--- src/hdl/upe_pkg.sv ---
// constants, field layouts and types shared by the under-power element
// assumes a 100 MHz system clock and a 32-bit apb register bus
package upe_pkg;

  // ------------------------------------------------------------------
  // register map
  // ------------------------------------------------------------------
  localparam int         ADDR_W     = 8;
  localparam logic [7:0] OFS_CTRL   = 8'h00;
  localparam logic [7:0] OFS_DELAY  = 8'h04;
  localparam logic [7:0] OFS_POWER  = 8'h08;
  localparam logic [7:0] OFS_ANGLE  = 8'h0C;
  localparam logic [7:0] OFS_STATUS = 8'h10;
  localparam logic [7:0] OFS_EVENT  = 8'h14;

  localparam int STAT_START_BIT = 0;
  localparam int STAT_TRIP_BIT  = 1;
  localparam int EVT_W          = 4;
  localparam int CTRL_W         = 2;

  // ------------------------------------------------------------------
  // setting ranges and reset values
  // ------------------------------------------------------------------
  localparam int              DELAY_W   = 16;
  localparam logic [15:0]     DELAY_MIN = 16'h00C8;
  localparam logic [15:0]     DELAY_MAX = 16'hEA60;
  localparam logic [15:0]     DELAY_RST = 16'h00C8;
  // start power in tenths of a percent
  localparam int              POWER_W   = 11;
  localparam logic [10:0]     POWER_MIN = 11'h00A;
  localparam logic [10:0]     POWER_MAX = 11'h7D0;
  localparam logic [10:0]     POWER_RST = 11'h064;
  localparam int              ANGLE_W   = 9;
  localparam logic signed [8:0] ANGLE_MIN = 9'h14D;
  localparam logic signed [8:0] ANGLE_MAX = 9'h0B4;
  localparam logic signed [8:0] ANGLE_RST = 9'h000;
  // hysteresis ratio 1.05 as a fraction
  localparam int              THR_W     = 12;
  localparam int              PROD_W    = 18;
  localparam logic [6:0]      HYST_NUM  = 7'h69;
  localparam logic [6:0]      HYST_DEN  = 7'h64;

  // ------------------------------------------------------------------
  // timing
  // ------------------------------------------------------------------
  localparam int TIME_MS_NS    = 1000000;
  localparam int CLK_PERIOD_NS = 10;
  localparam int MS_CYCLES     = TIME_MS_NS / CLK_PERIOD_NS;

  // ------------------------------------------------------------------
  // types
  // ------------------------------------------------------------------
  typedef struct packed {
    logic startOnly;
    logic enable;
  } upe_ctrl_type;

  typedef struct packed {
    logic tripOff;
    logic tripOn;
    logic startOff;
    logic startOn;
  } upe_evt_type;

  typedef enum logic [2:0] {
    ST_IDLE   = 3'b001,
    ST_TIMING = 3'b010,
    ST_TRIP   = 3'b100
  } upe_state_type;

  function automatic logic in_range_u(input logic [31:0] v,
                                      input logic [31:0] lo,
                                      input logic [31:0] hi);
    return (v >= lo) && (v <= hi);
  endfunction : in_range_u

  function automatic logic in_range_s(input logic signed [31:0] v,
                                      input logic signed [31:0] lo,
                                      input logic signed [31:0] hi);
    return (v >= lo) && (v <= hi);
  endfunction : in_range_s

  function automatic logic [THR_W-1:0] hyst_thr(
      input logic [POWER_W-1:0] p);
    logic [PROD_W-1:0] prod;
    prod = PROD_W'(p) * PROD_W'(HYST_NUM);
    return THR_W'(prod / PROD_W'(HYST_DEN));
  endfunction : hyst_thr

endpackage : upe_pkg

--- src/hdl/upe_ms_tick.sv ---
// millisecond tick generator for the definite delay timer
// assumes clr is a same-clock level; tick is a one-cycle pulse
`timescale 1ns/1ps
module upe_ms_tick #(
  parameter int CYCLES = upe_pkg::MS_CYCLES
) (
  input  wire logic sys_clk,
  input  wire logic resetn,
  input  wire logic ce,
  input  wire logic clr,
  output logic      tick
);
  localparam int CW = $clog2(CYCLES + 1);
  localparam logic [CW-1:0] LAST = CW'(CYCLES - 1);

  logic [CW-1:0] cntQ;
  wire           wrapW = (cntQ == LAST);

  // restarting on clr keeps the first tick a full period away
  always_ff @(posedge sys_clk or negedge resetn) begin
    if (!resetn) begin
      cntQ <= '0;
      tick <= 1'b0;
    end else if (ce) begin
      cntQ <= (clr || wrapW) ? '0 : CW'(cntQ + 1'b1);
      tick <= !clr && wrapW;
    end
  end
endmodule : upe_ms_tick

--- src/hdl/upe_edge_evt.sv ---
// on and off event pulses for one status level
// assumes level comes from a flip-flop on the same clock
`timescale 1ns/1ps
module upe_edge_evt (
  input  wire logic sys_clk,
  input  wire logic resetn,
  input  wire logic ce,
  input  wire logic level,
  output logic      rise,
  output logic      fall
);
  logic prevQ;

  always_ff @(posedge sys_clk or negedge resetn) begin
    if (!resetn) begin
      prevQ <= 1'b0;
      rise  <= 1'b0;
      fall  <= 1'b0;
    end else if (ce) begin
      prevQ <= level;
      rise  <= level && !prevQ;
      fall  <= !level && prevQ;
    end
  end
endmodule : upe_edge_evt

--- src/hdl/upe_underpower_element.sv ---
// decision, definite delay and apb registers of the under-power element
// assumes operateFlag and both block inputs come from same-clock logic
//
// Operation
// - start only while operate flag true and general block low
// - voltage supervision block suppresses start regardless of general block
// - with trip wanted, delay timing begins as start becomes active
// - trip asserts when the running timer reaches the set delay
// - start-only selection, default false, forbids trip when true
// - delay held in ms, 200 to 60000 step 1, reset 200
// - start power 1.0 to 200.0 percent, default 10.0, sent upstream
// - direction angle -179 to 180 degrees, default 0, sent upstream
// - event on every rise and fall of start and trip
// - current start and trip states readable at all times
// - after operating the threshold grows by ratio 1.05
//
// Our own choices: the placing of the registers and the APB register port.
`timescale 1ns/1ps
module upe_underpower_element #(
  parameter int MS_CYCLES = upe_pkg::MS_CYCLES
) (
  input  wire logic                         sys_clk,
  input  wire logic                         resetn,
  input  wire logic                         ce,
  input  wire logic                         psel,
  input  wire logic                         penable,
  input  wire logic                         pwrite,
  input  wire logic [upe_pkg::ADDR_W-1:0]   paddr,
  input  wire logic [31:0]                  pwdata,
  output logic [31:0]                       prdata,
  output logic                              pready,
  output logic                              pslverr,
  input  wire logic                         operateFlag,
  input  wire logic                         generalBlockIn,
  input  wire logic                         voltageSupervisionBlockIn,
  output logic                              startOut,
  output logic                              tripOut,
  output upe_pkg::upe_evt_type              evtOut,
  output logic [upe_pkg::THR_W-1:0]         startPowerOut,
  output logic signed [upe_pkg::ANGLE_W-1:0] angleOut
);

  // ------------------------------------------------------------------
  // state
  // ------------------------------------------------------------------
  upe_pkg::upe_ctrl_type                ctrlQ;
  logic [upe_pkg::DELAY_W-1:0]          delayQ;
  logic [upe_pkg::POWER_W-1:0]          powerQ;
  logic signed [upe_pkg::ANGLE_W-1:0]   angleQ;
  logic [upe_pkg::EVT_W-1:0]            stickyQ;
  logic [upe_pkg::EVT_W-1:0]            stickyD;
  upe_pkg::upe_state_type               stQ;
  upe_pkg::upe_state_type               stD;
  logic [upe_pkg::DELAY_W-1:0]          msCntQ;
  logic [upe_pkg::DELAY_W-1:0]          msCntD;
  logic                                 startQ;
  logic                                 tripQ;
  logic                                 tickW;
  logic                                 startRise;
  logic                                 startFall;
  logic                                 tripRise;
  logic                                 tripFall;

  // ------------------------------------------------------------------
  // apb decode
  // ------------------------------------------------------------------
  wire setupW  = psel && !penable;
  wire accessW = psel && penable && pready;
  wire wrW     = accessW && pwrite;

  wire selCtrl   = (paddr == upe_pkg::OFS_CTRL);
  wire selDelay  = (paddr == upe_pkg::OFS_DELAY);
  wire selPower  = (paddr == upe_pkg::OFS_POWER);
  wire selAngle  = (paddr == upe_pkg::OFS_ANGLE);
  wire selStatus = (paddr == upe_pkg::OFS_STATUS);
  wire selEvent  = (paddr == upe_pkg::OFS_EVENT);
  wire mappedW   = selCtrl || selDelay || selPower || selAngle ||
                   selStatus || selEvent;

  // settings outside their range are refused rather than clamped
  wire delayOk = upe_pkg::in_range_u(pwdata, 32'(upe_pkg::DELAY_MIN),
                                     32'(upe_pkg::DELAY_MAX));
  wire powerOk = upe_pkg::in_range_u(pwdata, 32'(upe_pkg::POWER_MIN),
                                     32'(upe_pkg::POWER_MAX));
  wire angleOk = upe_pkg::in_range_s(pwdata, 32'(upe_pkg::ANGLE_MIN),
                                     32'(upe_pkg::ANGLE_MAX));

  wire badW = !mappedW || (pwrite && ((selDelay && !delayOk) ||
              (selPower && !powerOk) || (selAngle && !angleOk) ||
              selStatus));
  wire goodWr = wrW && !badW;

  wire [31:0] statusW = {30'h0, tripQ, startQ};
  wire [31:0] rdW =
    selCtrl   ? {30'h0, ctrlQ}                       :
    selDelay  ? {16'h0, delayQ}                      :
    selPower  ? {21'h0, powerQ}                      :
    selAngle  ? {23'h0, angleQ}                      :
    selStatus ? statusW                              :
    selEvent  ? {28'h0, stickyQ}                     : 32'h0;

  // ------------------------------------------------------------------
  // apb response
  // ------------------------------------------------------------------
  // no wait state: pready rises in the first access cycle
  always_ff @(posedge sys_clk or negedge resetn) begin
    if (!resetn) begin
      pready  <= 1'b0;
      pslverr <= 1'b0;
      prdata  <= 32'h0;
    end else if (ce) begin
      pready  <= setupW;
      pslverr <= setupW && badW;
      prdata  <= setupW ? rdW : 32'h0;
    end
  end

  // ------------------------------------------------------------------
  // settings
  // ------------------------------------------------------------------
  always_ff @(posedge sys_clk or negedge resetn) begin
    if (!resetn) begin
      ctrlQ  <= '0;
      delayQ <= upe_pkg::DELAY_RST;
      powerQ <= upe_pkg::POWER_RST;
      angleQ <= upe_pkg::ANGLE_RST;
    end else if (ce && goodWr) begin
      if (selCtrl) begin
        ctrlQ <= upe_pkg::upe_ctrl_type'(pwdata[upe_pkg::CTRL_W-1:0]);
      end
      if (selDelay) begin
        delayQ <= pwdata[upe_pkg::DELAY_W-1:0];
      end
      if (selPower) begin
        powerQ <= pwdata[upe_pkg::POWER_W-1:0];
      end
      if (selAngle) begin
        angleQ <= pwdata[upe_pkg::ANGLE_W-1:0];
      end
    end
  end

  // ------------------------------------------------------------------
  // sticky event flags, write one to clear
  // ------------------------------------------------------------------
  wire [upe_pkg::EVT_W-1:0] evtNowW = {tripFall, tripRise,
                                       startFall, startRise};
  wire [upe_pkg::EVT_W-1:0] clrW =
    (goodWr && selEvent) ? pwdata[upe_pkg::EVT_W-1:0] : '0;

  // a new event in the clearing cycle survives the clear
  assign stickyD = (stickyQ & ~clrW) | evtNowW;

  always_ff @(posedge sys_clk or negedge resetn) begin
    if (!resetn) begin
      stickyQ <= '0;
    end else if (ce) begin
      stickyQ <= stickyD;
    end
  end

  // ------------------------------------------------------------------
  // start decision
  // ------------------------------------------------------------------
  wire startD = ctrlQ.enable && operateFlag &&
                !generalBlockIn &&
                !voltageSupervisionBlockIn;
  wire holdW  = startD && !ctrlQ.startOnly;

  // ------------------------------------------------------------------
  // definite delay
  // ------------------------------------------------------------------
  wire [upe_pkg::DELAY_W-1:0] cntNextW = msCntQ + 16'h0001;
  wire expireW = tickW && (cntNextW >= delayQ);

  always_comb begin
    stD = upe_pkg::ST_IDLE;
    case (stQ)
      upe_pkg::ST_IDLE: begin
        stD = holdW ? upe_pkg::ST_TIMING : upe_pkg::ST_IDLE;
      end
      upe_pkg::ST_TIMING: begin
        if (!holdW) begin
          stD = upe_pkg::ST_IDLE;
        end else if (expireW) begin
          stD = upe_pkg::ST_TRIP;
        end else begin
          stD = upe_pkg::ST_TIMING;
        end
      end
      upe_pkg::ST_TRIP: begin
        stD = holdW ? upe_pkg::ST_TRIP : upe_pkg::ST_IDLE;
      end
      default: begin
        stD = upe_pkg::ST_IDLE;
      end
    endcase
  end

  assign msCntD = (stD == upe_pkg::ST_IDLE) ? '0 :
                  (tickW && stQ == upe_pkg::ST_TIMING) ? cntNextW :
                  msCntQ;

  upe_ms_tick #(
    .CYCLES (MS_CYCLES)
  ) u_tick (
    .sys_clk (sys_clk),
    .resetn  (resetn),
    .ce      (ce),
    .clr     (stQ != upe_pkg::ST_TIMING),
    .tick    (tickW)
  );

  // start, trip and the timer move on the same edge
  always_ff @(posedge sys_clk or negedge resetn) begin
    if (!resetn) begin
      stQ    <= upe_pkg::ST_IDLE;
      msCntQ <= '0;
      startQ <= 1'b0;
      tripQ  <= 1'b0;
    end else if (ce) begin
      stQ    <= stD;
      msCntQ <= msCntD;
      startQ <= startD;
      tripQ  <= (stD == upe_pkg::ST_TRIP);
    end
  end

  // ------------------------------------------------------------------
  // settings toward the directional comparison
  // ------------------------------------------------------------------
  // hysteresis follows start, so a blocked element drops back at once
  wire [upe_pkg::THR_W-1:0] thrW =
    startQ ? upe_pkg::hyst_thr(powerQ) :
             upe_pkg::THR_W'(powerQ);

  always_ff @(posedge sys_clk or negedge resetn) begin
    if (!resetn) begin
      startPowerOut <= upe_pkg::THR_W'(upe_pkg::POWER_RST);
      angleOut      <= upe_pkg::ANGLE_RST;
    end else if (ce) begin
      startPowerOut <= thrW;
      angleOut      <= angleQ;
    end
  end

  assign startOut = startQ;
  assign tripOut  = tripQ;

  // ------------------------------------------------------------------
  // events
  // ------------------------------------------------------------------
  upe_edge_evt u_startEvt (
    .sys_clk (sys_clk),
    .resetn  (resetn),
    .ce      (ce),
    .level   (startQ),
    .rise    (startRise),
    .fall    (startFall)
  );

  upe_edge_evt u_tripEvt (
    .sys_clk (sys_clk),
    .resetn  (resetn),
    .ce      (ce),
    .level   (tripQ),
    .rise    (tripRise),
    .fall    (tripFall)
  );

  assign evtOut = upe_pkg::upe_evt_type'(evtNowW);
endmodule : upe_underpower_element

--- config.mk ---
export PLATFORM = sky130hd
export DESIGN_NAME = upe_underpower_element
export DESIGN_NICKNAME = d
export VERILOG_FILES = /design/src/hdl/upe_pkg.sv /design/src/hdl/upe_ms_tick.sv /design/src/hdl/upe_edge_evt.sv /design/src/hdl/upe_underpower_element.sv
export SDC_FILE = /design/constraint.sdc
export NUM_CORES = 1
export LEC_CHECK = 0
export BUFFER_PORTS_ARGS = -buffer_cell sky130_fd_sc_hd__buf_4
export CAP_MARGIN = 20
export CORE_MARGIN = 1
export CORE_UTILIZATION = 40
export DETAILED_ROUTE_END_ITERATION = 7
export PLACE_DENSITY = 0.54
export SLEW_MARGIN = 25
export SYNTH_ARGS = -nofsm -noshare
export SYNTH_HDL_FRONTEND = slang
export SYNTH_SLANG_ARGS = --single-unit
--- constraint.sdc ---
create_clock -name sys_clk -period 12 [get_ports sys_clk]
set_input_delay 2.4 -clock sys_clk [delete_from_list [all_inputs] [get_ports sys_clk]]
set_output_delay 2.4 -clock sys_clk [all_outputs]
set_load 0.01 [all_outputs]
==> results of run 1 <==
[worst max-delay path by stage]
stage / startpoint / depth (start not counted) / slack, ns / to
final: powerQ[2]$_DFFE_PN1P_ / 35 / 1.16 / startPowerOut[0]$_DFFE_PN0P_
after global routing: powerQ[2]$_DFFE_PN1P_ / 35 / 0.29 / startPowerOut[0]$_DFFE_PN0P_
after CTS: powerQ[2]$_DFFE_PN1P_ / 35 / 1.26 / startPowerOut[0]$_DFFE_PN0P_
after detailed placement: powerQ[2]$_DFFE_PN1P_ / 35 / 1.33 / startPowerOut[0]$_DFFE_PN0P_
after global placement: powerQ[5]$_DFFE_PN1P_ / 34 / 1.41 / startPowerOut[0]$_DFFE_PN0P_
after floorplan: powerQ[2]$_DFFE_PN1P_ / 38 / 2.75 / startPowerOut[0]$_DFFE_PN0P_
[routing by layer]
layer	part of all wire, %	wire length, um	up-vias	GRT usage [%]
li1	-	-	4669	-
met1	50	14700	4560	33.2
met2	45	13200	249	33.7
met3	4.3	1270	10	3.17
met4	0.49	144	0	3.60
met5	0	0	-	0
[placed cells by master (no fill, tap or decap), types with 6 or more instances in the layout]
cell                        netlist  final
sky130_fd_sc_hd__dfrtp_1        116    116
sky130_fd_sc_hd__nand2_1        113    113
sky130_fd_sc_hd__o21ai_0        110    110
sky130_fd_sc_hd__buf_4           24     96
sky130_fd_sc_hd__inv_1           89     89
sky130_fd_sc_hd__nor2_1          77     77
sky130_fd_sc_hd__ha_1            68     68
sky130_fd_sc_hd__a21oi_1         62     61
sky130_fd_sc_hd__mux2_2          38     38
sky130_fd_sc_hd__nand3_1         34     34
sky130_fd_sc_hd__nor3_1          32     32
sky130_fd_sc_hd__and3_1          26     25
sky130_fd_sc_hd__xor2_1          25     25
sky130_fd_sc_hd__xnor2_1         26     24
sky130_fd_sc_hd__nand4_1         23     23
sky130_fd_sc_hd__nand2b_1        19     19
sky130_fd_sc_hd__a31oi_1         18     18
sky130_fd_sc_hd__nor4_1          17     17
sky130_fd_sc_hd__a21o_1          17     17
sky130_fd_sc_hd__clkbuf_16        0     17
sky130_fd_sc_hd__conb_1           1     16
sky130_fd_sc_hd__a22o_1          14     14
sky130_fd_sc_hd__o22ai_1         14     14
sky130_fd_sc_hd__o211ai_1        13     13
sky130_fd_sc_hd__fa_1            12     12
sky130_fd_sc_hd__and2_1          10     10
sky130_fd_sc_hd__nor2b_1         10     10
sky130_fd_sc_hd__mux2i_1         10     10
sky130_fd_sc_hd__a211oi_1        10     10
sky130_fd_sc_hd__dfstp_2         10     10
sky130_fd_sc_hd__a22oi_1          9      9
sky130_fd_sc_hd__o21a_1           8      8
sky130_fd_sc_hd__o31ai_1          7      7
sky130_fd_sc_hd__o211a_1          6      6
sky130_fd_sc_hd__o21ai_1          6      6
sky130_fd_sc_hd__or3_1            6      6
sky130_fd_sc_hd__o32ai_1          6      6
[flip-flops by register name, summed over array words and instances, names as in the netlist, 2 cells and up]
register	count
angleOut	9
startPowerOut	12
angleQ	9
delayQ	16
ctrlQ	2
powerQ	11
msCntQ	16
u_tick.cntQ	17
stickyQ	4
prdata	16
stQ	3
[layout make-up]
class | count | area share (%)
flip-flops and latches | 126 | 26.1
repair buffers | 97 | 6.04
clock buffers | 18 | 3.62
inverters | 89 | 2.76
multi-input cells | 977 | 56.7
clock inverters | 13 | 1.36
well taps | 335 | 3.46
[power by group through the flow]
stage	sequential [W]	clock (W)	combinational, W
finish	0.000431	0.000534	0.000132
global route	0.000431	0.000562	0.000146
CTS	0.000431	0.000545	0.000132
detailed placement	0.000438	0	0.000131
global placement	0.000438	0	0.000133
floorplan	0.000438	0	0.0000887
[cells by family (layout without fill, tap and decap cells)]
kind of cell / count (synthesis) / count (layout) / share of synthesized area [%]
other: 1 / 16 / 0.0352
AOI/OAI and AO/OA: 382 / 382 / 25.4
buffers and inverters: 162 / 217 / 6.62
adders and majority gates: 82 / 82 / 10.4
DFF: 126 / 126 / 29.7
xor gates and xnor gates: 52 / 52 / 4.34
muxes: 49 / 49 / 5.08
and+or+nand+nor: 396 / 396 / 18.4
[metrics by stage]
stage	total power (W)	cell area (um^2)	setup slack (ns)	hold slack, ns	utilization (%)
final	0.00110	12100	1.16	0.473	46.4
after floorplan	0.000527	10700	2.75	0.450	-
after CTS	0.00111	12100	1.26	0.477	46.3
after global routing	0.00114	12100	0.289	0.519	46.4
after global placement	0.000571	11500	1.41	0.464	44.0
after detailed placement	0.000569	11500	1.33	0.467	44.0
[worst register-to-register path: cells and delay by family, from the launching register on]
kind            cells  cell delay (ns)
compound gates     18             5.07
xor+xnor            1             0.76
simple gates        6             1.41
fa+ha+maj           6             2.29
buf+inv             3             0.16
flops               1             0.60
mux                 1             0.46
==> results.md, run 1 <==
- The run finished, with violations left.
- The checks that failed: DRC.
- The number of cells on the worst reg-to-reg path is 35.
- The remaining design rule violation count is 16.
- By area the synthesized netlist is led by sky130_fd_sc_hd__dfrtp_1 27%, sky130_fd_sc_hd__ha_1 8.0%, sky130_fd_sc_hd__o21ai_0 5.2%, sky130_fd_sc_hd__mux2_2 4.0%, sky130_fd_sc_hd__nand2_1 4.0%.
- The net switching power is 0.000287 W.
- Combinational cells account for 12.0% of the total power.
- Synthesis produced 1250 cells.
- The H-tree was split into 4 levels.
- Before antenna repair, the detailed router went through 8 iterations.
- The number of failing setup endpoints in the final timing report is 0.
- The sum of negative setup slack is 0 ns.
- Once detail routing completed, the nets flagged for antenna violations numbered 0.
- At the pin with the least slew margin, the transition time is 0.955 ns.
- The path class of the tightest hold or removal check is reg -> reg.
- The area of the die is 27300 um^2.
- The clock tree buffer depth is 2.
- The kind of end point of the critical path is a flop.
- The cell count after placement is 1624.
- The worst hold path was traced through 2 stages.
- After synthesis, flip-flops and latches occupy 29.7% of the total area.
- The number of failing hold endpoints at the final stage is 0.
- Summing all flip-flop and latch instances after layout gives 3170 um^2.
- In this run the static leakage power is 5.61 nW.
- Detailed placement ended at an HPWL of 22000 um.
- The number of cell rows is 59.
- The async set-or-reset flop fraction in the synthesized netlist is 100%.
- Along the worst path, the maximum fanout reaches 19.
- In this run the power density over the cells is 90.4 nW/um^2.
- The startpoint of the worst hold path is startPowerOut[5]$_DFFE_PN1P_.
- The total inserted antenna cells is 0.
- The routed length per placed instance is 17.8 um.
- The startpoint of the worst-slack reg-to-reg timing path is powerQ[2]$_DFFE_PN1P_.
- The cell type group with the largest total delay on the critical path is compound AO/OA/AOI/OAI gates.
- The fill cell instance count of the final layout is 2583.
- The max-cap check violation count is 0.
- The worst setup slack for register-to-register paths is 1.16 ns.
- After synthesis, the mean cell area works out to 8.53 um^2.
- The post-layout net count is 1437.
- The maximum number of pins on one net before global-route repair is 85.
- The layout overhead on the synthesized area is 13.7%.
- Registers are responsible for 39.3% of the overall power.
- The starting density of the core is 40.8%.
- During synthesis, Yosys emitted a total of 0 warnings.
- The clock sink count is 126.
- Buffers placed on the I/O ports in this run total 93.
- In the finished design, the share of the clock period the worst path needs comes to 90.3%.
- Timing would allow up to 92.3 MHz.
- STA classifies the critical path startpoint as a flop.
- The switching share of power is 26.2%.
- Summed over all layers, the routed wires come to 29400 um.
- For this block, the initial DRC count from the detailed router was 729.
- After synthesis the cells add up to 10700 um^2.
- For the worst setup path, the data required time is 12.30 ns.
- The design internal power is 0.000809 W.
- The worst pin sits at a relative slew slack of 36.1%.
- The total buffers and inverters traversed by the critical path is 3.
- The proportion of layout cells with a drive suffix above 1 is 17.0%.
- The quantity of hold-fixing buffers added after cts is 0.
- In this run the critical register-to-register path is captured at startPowerOut[0]$_DFFE_PN0P_.
- The power share of the clock group is 48.7%.
- The worst path needs 10.84 ns of the cycle, external delays included.
- At the later pin of the worst-skew pair, clock insertion delay measures 0.42 ns.
- The global-route wire length before repair is 47400 um.
- The floorplan core area is 26100 um^2.
- The CTS tree is yes.
- Excluding fillers, the count of instances in the completed layout stands at 1655.
- For this run the aggregate overflow at the end of global routing stands at 0.
- In this run the biggest area consumer among cell types represents 27.2% of the synthesized area.
- The total area of multi-input combinational cells is 6870 um^2.
- In the synthesized netlist the dominant register cell turns out to be sky130_fd_sc_hd__dfrtp_1.
- Clock-pin slew was measured on the worst setup and hold paths at 0.05 ns.
- The peak ir drop on the vdd network is 0.0783 mV.
- The end of the worst hold path is startPowerOut[5]$_DFFE_PN1P_.
- The chip height is 165 um.
- The dominant cell by count in the synthesized netlist is sky130_fd_sc_hd__dfrtp_1.
- The TritonCTS buffer count is 17.
- The via count of the first global-routing pass is 8749.
- Detailed routing inserted a total of 9488 vias.
- The initial antenna violation count was 0.
- For the worst setup path, the data arrival time is 11.14 ns.
- The number of enable flip-flop cells after synthesis is 0.
- Using the TritonRoute via totals, the vias-per-cell ratio works out to 5.73.
- The congestion estimate from routability-driven global placement came to 0.882.
- On the worst path, the slowest cell contributes a delay of 0.76 ns.
- By startpoint and endpoint, the worst setup path is classified as reg -> reg.
- The die is 165 um wide.
- Of all cell types, the one taking the most synthesized area is sky130_fd_sc_hd__dfrtp_1.
- The slowest cell on the critical path is sky130_fd_sc_hd__xor2_1.
- The worst clock skew is 0.0130 ns.
- Pin placement for this block handled 110 I/O pins.
- The final-report max-slew violation count came to 0.
- In the global route stage, overall resource usage came out at 22.1%.
- Setup repair after global routing left no endpoint under its margin.
- The tree is rooted in a sky130_fd_sc_hd__clkbuf_16.
- The post-cts resize count is 0.
- The netlist uses 92 different library cells.
- The commonest cells after synthesis are 116 x sky130_fd_sc_hd__dfrtp_1, 113 x sky130_fd_sc_hd__nand2_1, 110 x sky130_fd_sc_hd__o21ai_0, 89 x sky130_fd_sc_hd__inv_1, 77 x sky130_fd_sc_hd__nor2_1.
- The number of register bits inferred by synthesis is 126.
- In this run the post-CTS setup repair buffer count came out at 0.
Power figures use the tool's default switching activity.
==> run 2: changes to the inputs <==
--- a/config.mk
+++ b/config.mk
@@ -7,8 +7,8 @@
 export LEC_CHECK = 0
 export BUFFER_PORTS_ARGS = -buffer_cell sky130_fd_sc_hd__buf_4
 export CAP_MARGIN = 20
-export CORE_MARGIN = 1
 export CORE_UTILIZATION = 40
+export CTS_BUF_LIST = sky130_fd_sc_hd__clkbuf_2 sky130_fd_sc_hd__clkbuf_4 sky130_fd_sc_hd__clkbuf_8
 export DETAILED_ROUTE_END_ITERATION = 7
 export PLACE_DENSITY = 0.54
 export SLEW_MARGIN = 25
==> results.md, run 2 (synthesized netlist as in run 1, its figures left out) <==
- The power share of the clock group is 41.3% (was 48.7%).
- The post-place instance area is 11500 um^2 (unchanged).
- The total area of multi-input combinational cells came to 6870 um^2 (unchanged).
- The sum of negative setup slack is 0 ns (unchanged).
- The number of ports placed on the die boundary came to 110 (unchanged).
- The destination of the worst register-to-register timing path is startPowerOut[0]$_DFFE_PN0P_ (unchanged).
- The cell type group with the largest total delay on the critical path is compound AO/OA/AOI/OAI gates (unchanged).
- Violated checks: DRC (unchanged).
- The quantity of hold-fixing buffers added after cts came to 0 (unchanged).
- The kind of end point of the critical path is a flop (unchanged).
- The critical-path maximum fanout is 19 (unchanged).
- The post-cts resize count is 0 (unchanged).
- The startpoint class of the critical path is a flop (unchanged).
- The category of the most critical setup path is reg -> reg (unchanged).
- The startpoint of the worst-slack reg-to-reg timing path is powerQ[2]$_DFFE_PN1P_ (unchanged).
- The fill cell instance count of the final layout is 2613 (was 2583).
- The number of failing hold endpoints at the final stage is 0 (unchanged).
- The placer's final routability congestion estimate is 0.882 (unchanged).
- The sequential power share came to 45.0% (was 39.3%).
- The worst min-delay path class is reg -> reg (unchanged).
- The via count of the first global-routing pass is 8748 (was 8749).
- The chip height is 165 um (unchanged).
- The commonest non-fill, non-tap cell in the layout was sky130_fd_sc_hd__dfrtp_1 (unchanged).
- The worst clock skew is 0.0147 ns (was 0.0130 ns).
- The actual slew at the worst max-slew pin is 0.965 ns (was 0.955 ns).
- The post-route worst hold slack is 0.473 ns (about the same).
- The sequential cell area was 3170 um^2 (unchanged).
- The clock slew seen by the registers of the worst setup and hold paths is 0.07 ns (was 0.05 ns).
- The slowest cell on the critical path is sky130_fd_sc_hd__xor2_1 (unchanged).
- The detailed-routing iteration count for the pre-antenna-repair pass is 7 (was 8).
- The post-layout net count is 1437 (unchanged).
- The post-route minimum period is 10.87 ns (was 10.84 ns).
- The violation count after the first detailed-route iteration is 694 (was 729).
- The remaining design rule violation count is 16 (unchanged).
- The final-report max-slew violation count was 0 (unchanged).
- The share of power burned in combinational logic is 13.8% (was 12.0%).
- The leakage power of the design is 5.52 nW (was 5.61 nW).
- The clock latency at the later pin of the worst-skew pair is 0.45 ns (was 0.42 ns).
- The clock root buffer is sky130_fd_sc_hd__clkbuf_8 (was sky130_fd_sc_hd__clkbuf_16).
- Unrepaired setup endpoints after global routing: false (unchanged).
- The area of the die is 27300 um^2 (unchanged).
- The total half-perimeter wirelength after legalization and detailed placement is 22000 um (unchanged).
- The die boundary width is 165 um (unchanged).
- The number of input and output port buffers inserted is 93 (unchanged).
- The initial antenna violation count is 0 (unchanged).
- The clock sink count was 126 (unchanged).
- Result of the run: finished with violations (unchanged).
- The H-tree level count is 4 (unchanged).
- The CTS tree is yes (unchanged).
- The aggregate global routing overflow is 0 (unchanged).
- The number of setup buffers added after CTS was 0 (unchanged).
- The register bank with the most flops was u_tick.cntQ (unchanged).
- The total inserted antenna cells is 0 (unchanged).
- The count of antenna-violating nets left after detailed routing is 0 (unchanged).
- The required time of the worst setup path is 12.34 ns (was 12.30 ns).
- The clock tree buffer depth was 2 (unchanged).
- The design internal power is 0.000687 W (was 0.000809 W).
- The max-cap check violation count is 0 (unchanged).
- The floorplan core area is 26100 um^2 (unchanged).
- The number of cells on the critical path was 35 (unchanged).
- The power per unit of standard cell area is 80.2 nW/um^2 (was 90.4 nW/um^2).
- The number of flip-flops under the largest register name is 17 (unchanged).
- The worst setup slack for register-to-register paths was 1.13 ns (was 1.16 ns).
- The number of cells on the worst reg-to-reg path is 35 (unchanged).
- The starting density of the core was 40.8% (unchanged).
- The total vias in the final route is 9430 (was 9488).
- The end of the critical path is startPowerOut[0]$_DFFE_PN0P_ (unchanged).
- Most used cells in the layout excluding fill and tap cells: 116 x sky130_fd_sc_hd__dfrtp_1, 113 x sky130_fd_sc_hd__nand2_1, 110 x sky130_fd_sc_hd__o21ai_0 (unchanged).
- The TritonCTS buffer count is 17 (unchanged).
- The highest cell delay on the worst timing path is 0.76 ns (about the same).
- The number of vias per cell came to 5.70 (was 5.73).
- The headroom to the max-slew limit is 35.4% (was 36.1%).
- The global-route wire length before repair is 47300 um (was 47400 um).
- The switching share of power came to 28.2% (was 26.2%).
- The number of cell rows is 59 (unchanged).
- The arrival time reported for the critical path endpoint is 11.21 ns (was 11.14 ns).
- The maximum number of pins on one net before global-route repair is 85 (unchanged).
- The overall routed net length is 29300 um (was 29400 um).
- The proportion of layout cells with a drive suffix above 1 is 17.0% (unchanged).
- The net switching power came to 0.000270 W (was 0.000287 W).
- The highest attainable clock frequency is 92.0 MHz (was 92.3 MHz).
- The launch point of the worst path is powerQ[2]$_DFFE_PN1P_ (unchanged).
- The layout overhead on the synthesized area is 11.9% (was 13.7%).
- The total buffers and inverters traversed by the critical path is 3 (unchanged).
- The utilization after layout is 45.7% (was 46.4%).
- The fraction of the cycle the final worst path needs is 90.6% (was 90.3%).
- The number of failing setup endpoints in the final timing report was 0 (unchanged).
- The area of all placed cells without fillers was 11900 um^2 (was 12100 um^2).
- The routed length per placed instance was 17.7 um (was 17.8 um).
- The total routing usage reported by global routing is 22.1% (about the same).
- The peak ir drop on the vdd network is 0.0507 mV (was 0.0783 mV).
## run 2: cell counts in the layout (fill, tap and decap cells not counted)
No cell type changed its count.
## run 2: power groups by stage
stage | clock [W] | combinational, W | sequential [W]
floorplan | 0 | 0.0000887 | 0.000438
global placement | 0 | 0.000133 | 0.000438
detailed placement | 0 | 0.000131 | 0.000438
CTS | 0.000406 | 0.000132 | 0.000430
global route | 0.000423 | 0.000146 | 0.000431
finish | 0.000395 | 0.000132 | 0.000430
## run 2: how the worst min path moves through the flow
stage,from,to,slack [ns],cells past startpoint
floorplan,delayQ[11]$_DFFE_PN0P_,prdata[11]$_DFFE_PN0P_,0.45,2
global placement,delayQ[14]$_DFFE_PN0P_,prdata[14]$_DFFE_PN0P_,0.46,2
detailed placement,startPowerOut[5]$_DFFE_PN1P_,startPowerOut[5]$_DFFE_PN1P_,0.47,2
CTS,startPowerOut[5]$_DFFE_PN1P_,startPowerOut[5]$_DFFE_PN1P_,0.48,2
global route,startPowerOut[5]$_DFFE_PN1P_,startPowerOut[5]$_DFFE_PN1P_,0.52,2
finish,startPowerOut[5]$_DFFE_PN1P_,startPowerOut[5]$_DFFE_PN1P_,0.47,2
## run 2: area by class of cell
cell class / count / area share, %
clock buffers: 18 / 2.08
clock inverters: 13 / 1.38
inverters: 89 / 2.80
multi-input cells: 977 / 57.6
flip-flops and latches: 126 / 26.5
well taps: 335 / 3.51
repair buffers: 97 / 6.13
## run 2: worst reg2reg max path: cells and delay by family, from the launching register on
family                     cells  cell delay (ns)
DFF                            1             0.61
AOI/OAI and AO/OA             18             5.11
muxes                          1             0.47
adders and majority gates      6             2.29
and+or+nand+nor                6             1.40
xor gates and xnor gates       1             0.76
buffers and inverters          3             0.16
## run 2: stage by stage
stage	setup slack (ns)	cells	power (W)
after floorplan	2.75	1265	0.000527
after global placement	1.41	1624	0.000571
after detailed placement	1.33	1624	0.000569
after CTS	1.26	1655	0.000968
after global routing	0.286	1655	0.00100
final	1.13	1655	0.000957
## run 2: routing by layer
metal | share of wire [%] | GRT usage, % | vias up | wire [um]
met4 | 0.49 | 3.72 | 0 | 143
li1 | - | - | 4664 | -
met2 | 45 | 33.6 | 221 | 13200
met1 | 50 | 33.1 | 4536 | 14800
met5 | 0 | 0 | - | 0
met3 | 4.0 | 3.40 | 9 | 1180
==> run 3: changes to the inputs <==
--- a/config.mk
+++ b/config.mk
@@ -7,6 +7,7 @@
 export LEC_CHECK = 0
 export BUFFER_PORTS_ARGS = -buffer_cell sky130_fd_sc_hd__buf_4
 export CAP_MARGIN = 20
+export CORE_MARGIN = 2
 export CORE_UTILIZATION = 40
 export CTS_BUF_LIST = sky130_fd_sc_hd__clkbuf_2 sky130_fd_sc_hd__clkbuf_4 sky130_fd_sc_hd__clkbuf_8
 export DETAILED_ROUTE_END_ITERATION = 7
==> constraint.sdc (replaced) <==
create_clock -name sys_clk -period 12 [get_ports sys_clk]
set_input_delay 1.8 -clock sys_clk [delete_from_list [all_inputs] [get_ports sys_clk]]
set_output_delay 1.8 -clock sys_clk [all_outputs]
set_load 0.1 [all_outputs]
==> results.md, run 3 (synthesized netlist as in run 1, its figures left out) <==
- The arrival time reported for the critical path endpoint came to 11.20 ns (was 11.21 ns).
- The worst min-delay path class is reg -> reg (unchanged).
- The highest cell delay on the worst timing path is 0.72 ns (was 0.76 ns).
- The floorplan core area is 26100 um^2 (unchanged).
- The final-report max-slew violation count is 0 (unchanged).
- The post-place setup slack is 1.31 ns (was 1.33 ns).
- The final instance count without filler cells was 1656 (was 1655).
- The highest attainable clock frequency was 92.0 MHz (about the same).
- The commonest non-fill, non-tap cell in the layout is sky130_fd_sc_hd__dfrtp_1 (unchanged).
- The total vias in the final route is 9474 (was 9430).
- The detailed-routing iteration count for the pre-antenna-repair pass is 7 (unchanged).
- Unrepaired setup endpoints after global routing: false (unchanged).
- The required time of the worst setup path is 12.34 ns (about the same).
- The quantity of hold-fixing buffers added after cts is 0 (unchanged).
- The clock root buffer is sky130_fd_sc_hd__clkbuf_8 (unchanged).
- The number of failing hold endpoints at the final stage is 0 (unchanged).
- The slowest cell on the critical path is sky130_fd_sc_hd__xor2_1 (unchanged).
- The remaining design rule violation count is 10 (was 16).
- The H-tree level count is 4 (unchanged).
- The fraction of the cycle the final worst path needs came to 90.5% (was 90.6%).
- The total half-perimeter wirelength after legalization and detailed placement is 21800 um (was 22000 um).
- The peak ir drop on the vdd network is 0.0677 mV (was 0.0507 mV).
- The number of failing setup endpoints in the final timing report is 0 (unchanged).
- The placer's final routability congestion estimate is 0.851 (was 0.882).
- The number of input and output port buffers inserted is 93 (unchanged).
- The post-route worst hold slack was 0.471 ns (was 0.473 ns).
- The worst clock skew is 0.0227 ns (was 0.0147 ns).
- The number of vias per cell was 5.72 (was 5.70).
- The TritonCTS buffer count is 17 (unchanged).
- The post-route minimum period came to 10.86 ns (was 10.87 ns).
- The power share of the clock group was 43.0% (was 41.3%).
- The critical-path maximum fanout is 19 (unchanged).
- The share of power burned in combinational logic is 15.2% (was 13.8%).
- The clock latency at the later pin of the worst-skew pair is 0.45 ns (about the same).
- The startpoint class of the critical path is a flop (unchanged).
- The final worst slack is 1.14 ns (was 1.13 ns).
- The maximum number of pins on one net before global-route repair came to 67 (was 85).
- The layout overhead on the synthesized area was 12.3% (was 11.9%).
- Result of the run: finished with violations (unchanged).
- Most used cells in the layout excluding fill and tap cells: 116 x sky130_fd_sc_hd__dfrtp_1, 113 x sky130_fd_sc_hd__nand2_1, 110 x sky130_fd_sc_hd__o21ai_0 (unchanged).
- The violation count after the first detailed-route iteration is 694 (unchanged).
- The chip height is 167 um (was 165 um).
- The CTS tree is yes (unchanged).
- The area of the die is 28000 um^2 (was 27300 um^2).
- The clock sink count is 126 (unchanged).
- The number of ports placed on the die boundary was 110 (unchanged).
- The kind of end point of the critical path is a flop (unchanged).
- The total inserted antenna cells is 0 (unchanged).
- The post-cts resize count is 0 (unchanged).
- The starting density of the core is 40.8% (unchanged).
- The via count of the first global-routing pass was 8964 (was 8748).
- Violated checks: DRC (unchanged).
- The clock tree buffer depth is 2 (unchanged).
- The category of the most critical setup path is reg -> reg (unchanged).
- The number of cell rows came to 59 (unchanged).
- The sum of negative setup slack is 0 ns (unchanged).
- The count of antenna-violating nets left after detailed routing is 0 (unchanged).
- The clock slew seen by the registers of the worst setup and hold paths is 0.07 ns (about the same).
- The die boundary width was 167 um (was 165 um).
- The number of flip-flops under the largest register name came to 17 (unchanged).
- The power per unit of standard cell area was 86.2 nW/um^2 (was 80.2 nW/um^2).
- The initial antenna violation count came to 0 (unchanged).
- The net switching power is 0.000290 W (was 0.000270 W).
- The sequential power share was 41.7% (was 45.0%).
- The global-route wire length before repair is 48000 um (was 47300 um).
- The worst setup slack for register-to-register paths is 1.14 ns (was 1.13 ns).
- The aggregate global routing overflow is 0 (unchanged).
- The leakage power of the design was 5.54 nW (was 5.52 nW).
- The post-layout net count is 1437 (unchanged).
- The routed length per placed instance is 17.8 um (was 17.7 um).
- The proportion of layout cells with a drive suffix above 1 is 16.9% (was 17.0%).
- The actual slew at the worst max-slew pin was 1.01 ns (was 0.965 ns).
- The max-cap check violation count is 0 (unchanged).
- The headroom to the max-slew limit came to 32.5% (was 35.4%).
- The total routing usage reported by global routing is 21.1% (was 22.1%).
- The overall routed net length is 29400 um (was 29300 um).
- The number of setup buffers added after CTS is 0 (unchanged).
- The switching share of power is 28.1% (was 28.2%).
- The register bank with the most flops is u_tick.cntQ (unchanged).
- The cell count after placement is 1624 (unchanged).
- The design internal power was 0.000742 W (was 0.000687 W).
-- run 3: changes by cell type in the layout (fill, tap and decap cells not counted), sizes merged --
cell | before | now
clkinv | 7 | 2
bufinv | 3 | 5
inv | 91 | 89
clkbuf | 18 | 22
clkinvlp | 1 | 3
-- run 3: power groups by stage --
stage                     Sequential, W  Clock [W]  Combinational [W]
after floorplan                0.000444          0           0.000108
after global placement         0.000439          0           0.000157
after detailed placement       0.000438          0           0.000156
after CTS                      0.000430   0.000454           0.000157
after global routing           0.000431   0.000476           0.000171
final                          0.000431   0.000444           0.000157
-- run 3: critical path, delay by kind of cell (launching register included) --
family	cells	cell delay, ns
xor gates and xnor gates	1	0.72
AOI/OAI and AO/OA	19	5.24
DFF	1	0.61
buffers and inverters	3	0.17
and+or+nand+nor	5	1.27
muxes	1	0.44
adders and majority gates	6	2.30
-- run 3: cell type report --
class	count	area, um^2
tap	335	419
sequential	126	3170
timing repair buffer	97	732
fill	2619	14200
clock inverter	10	186
multi-input combinational	977	6860
clock buffer	22	284
inverter	89	334
-- run 3: final timing paths --
kind | startpoint | end | depth (start not counted)
min in group asynchronous | resetn | msCntQ[11]$_DFFE_PN0P_ | 1
worst max register to register | powerQ[2]$_DFFE_PN1P_ | startPowerOut[0]$_DFFE_PN0P_ | 35
worst min register to register | startPowerOut[5]$_DFFE_PN1P_ | startPowerOut[5]$_DFFE_PN1P_ | 2
worst max-delay path | powerQ[2]$_DFFE_PN1P_ | startPowerOut[0]$_DFFE_PN0P_ | 35
max in group asynchronous | resetn | u_startEvt.prevQ$_DFFE_PN0P_ | 2
worst min-delay path | startPowerOut[5]$_DFFE_PN1P_ | startPowerOut[5]$_DFFE_PN1P_ | 2
-- run 3: per-stage QoR --
step                instance area (um^2)  utilization (%)  power (W)
finish                             12000             45.8    0.00103
global route                       12000             45.8    0.00108
CTS                                12000             45.8    0.00104
detailed placement                 11500             44.0   0.000594
global placement                   11500             44.0   0.000596
floorplan                          10700                -   0.000553
-- run 3: routing by layer --
metal	global-route usage, %	wire, um
met1	31.0	15000
met2	32.4	12800
met3	3.83	1190
met4	4.39	327
met5	0	0
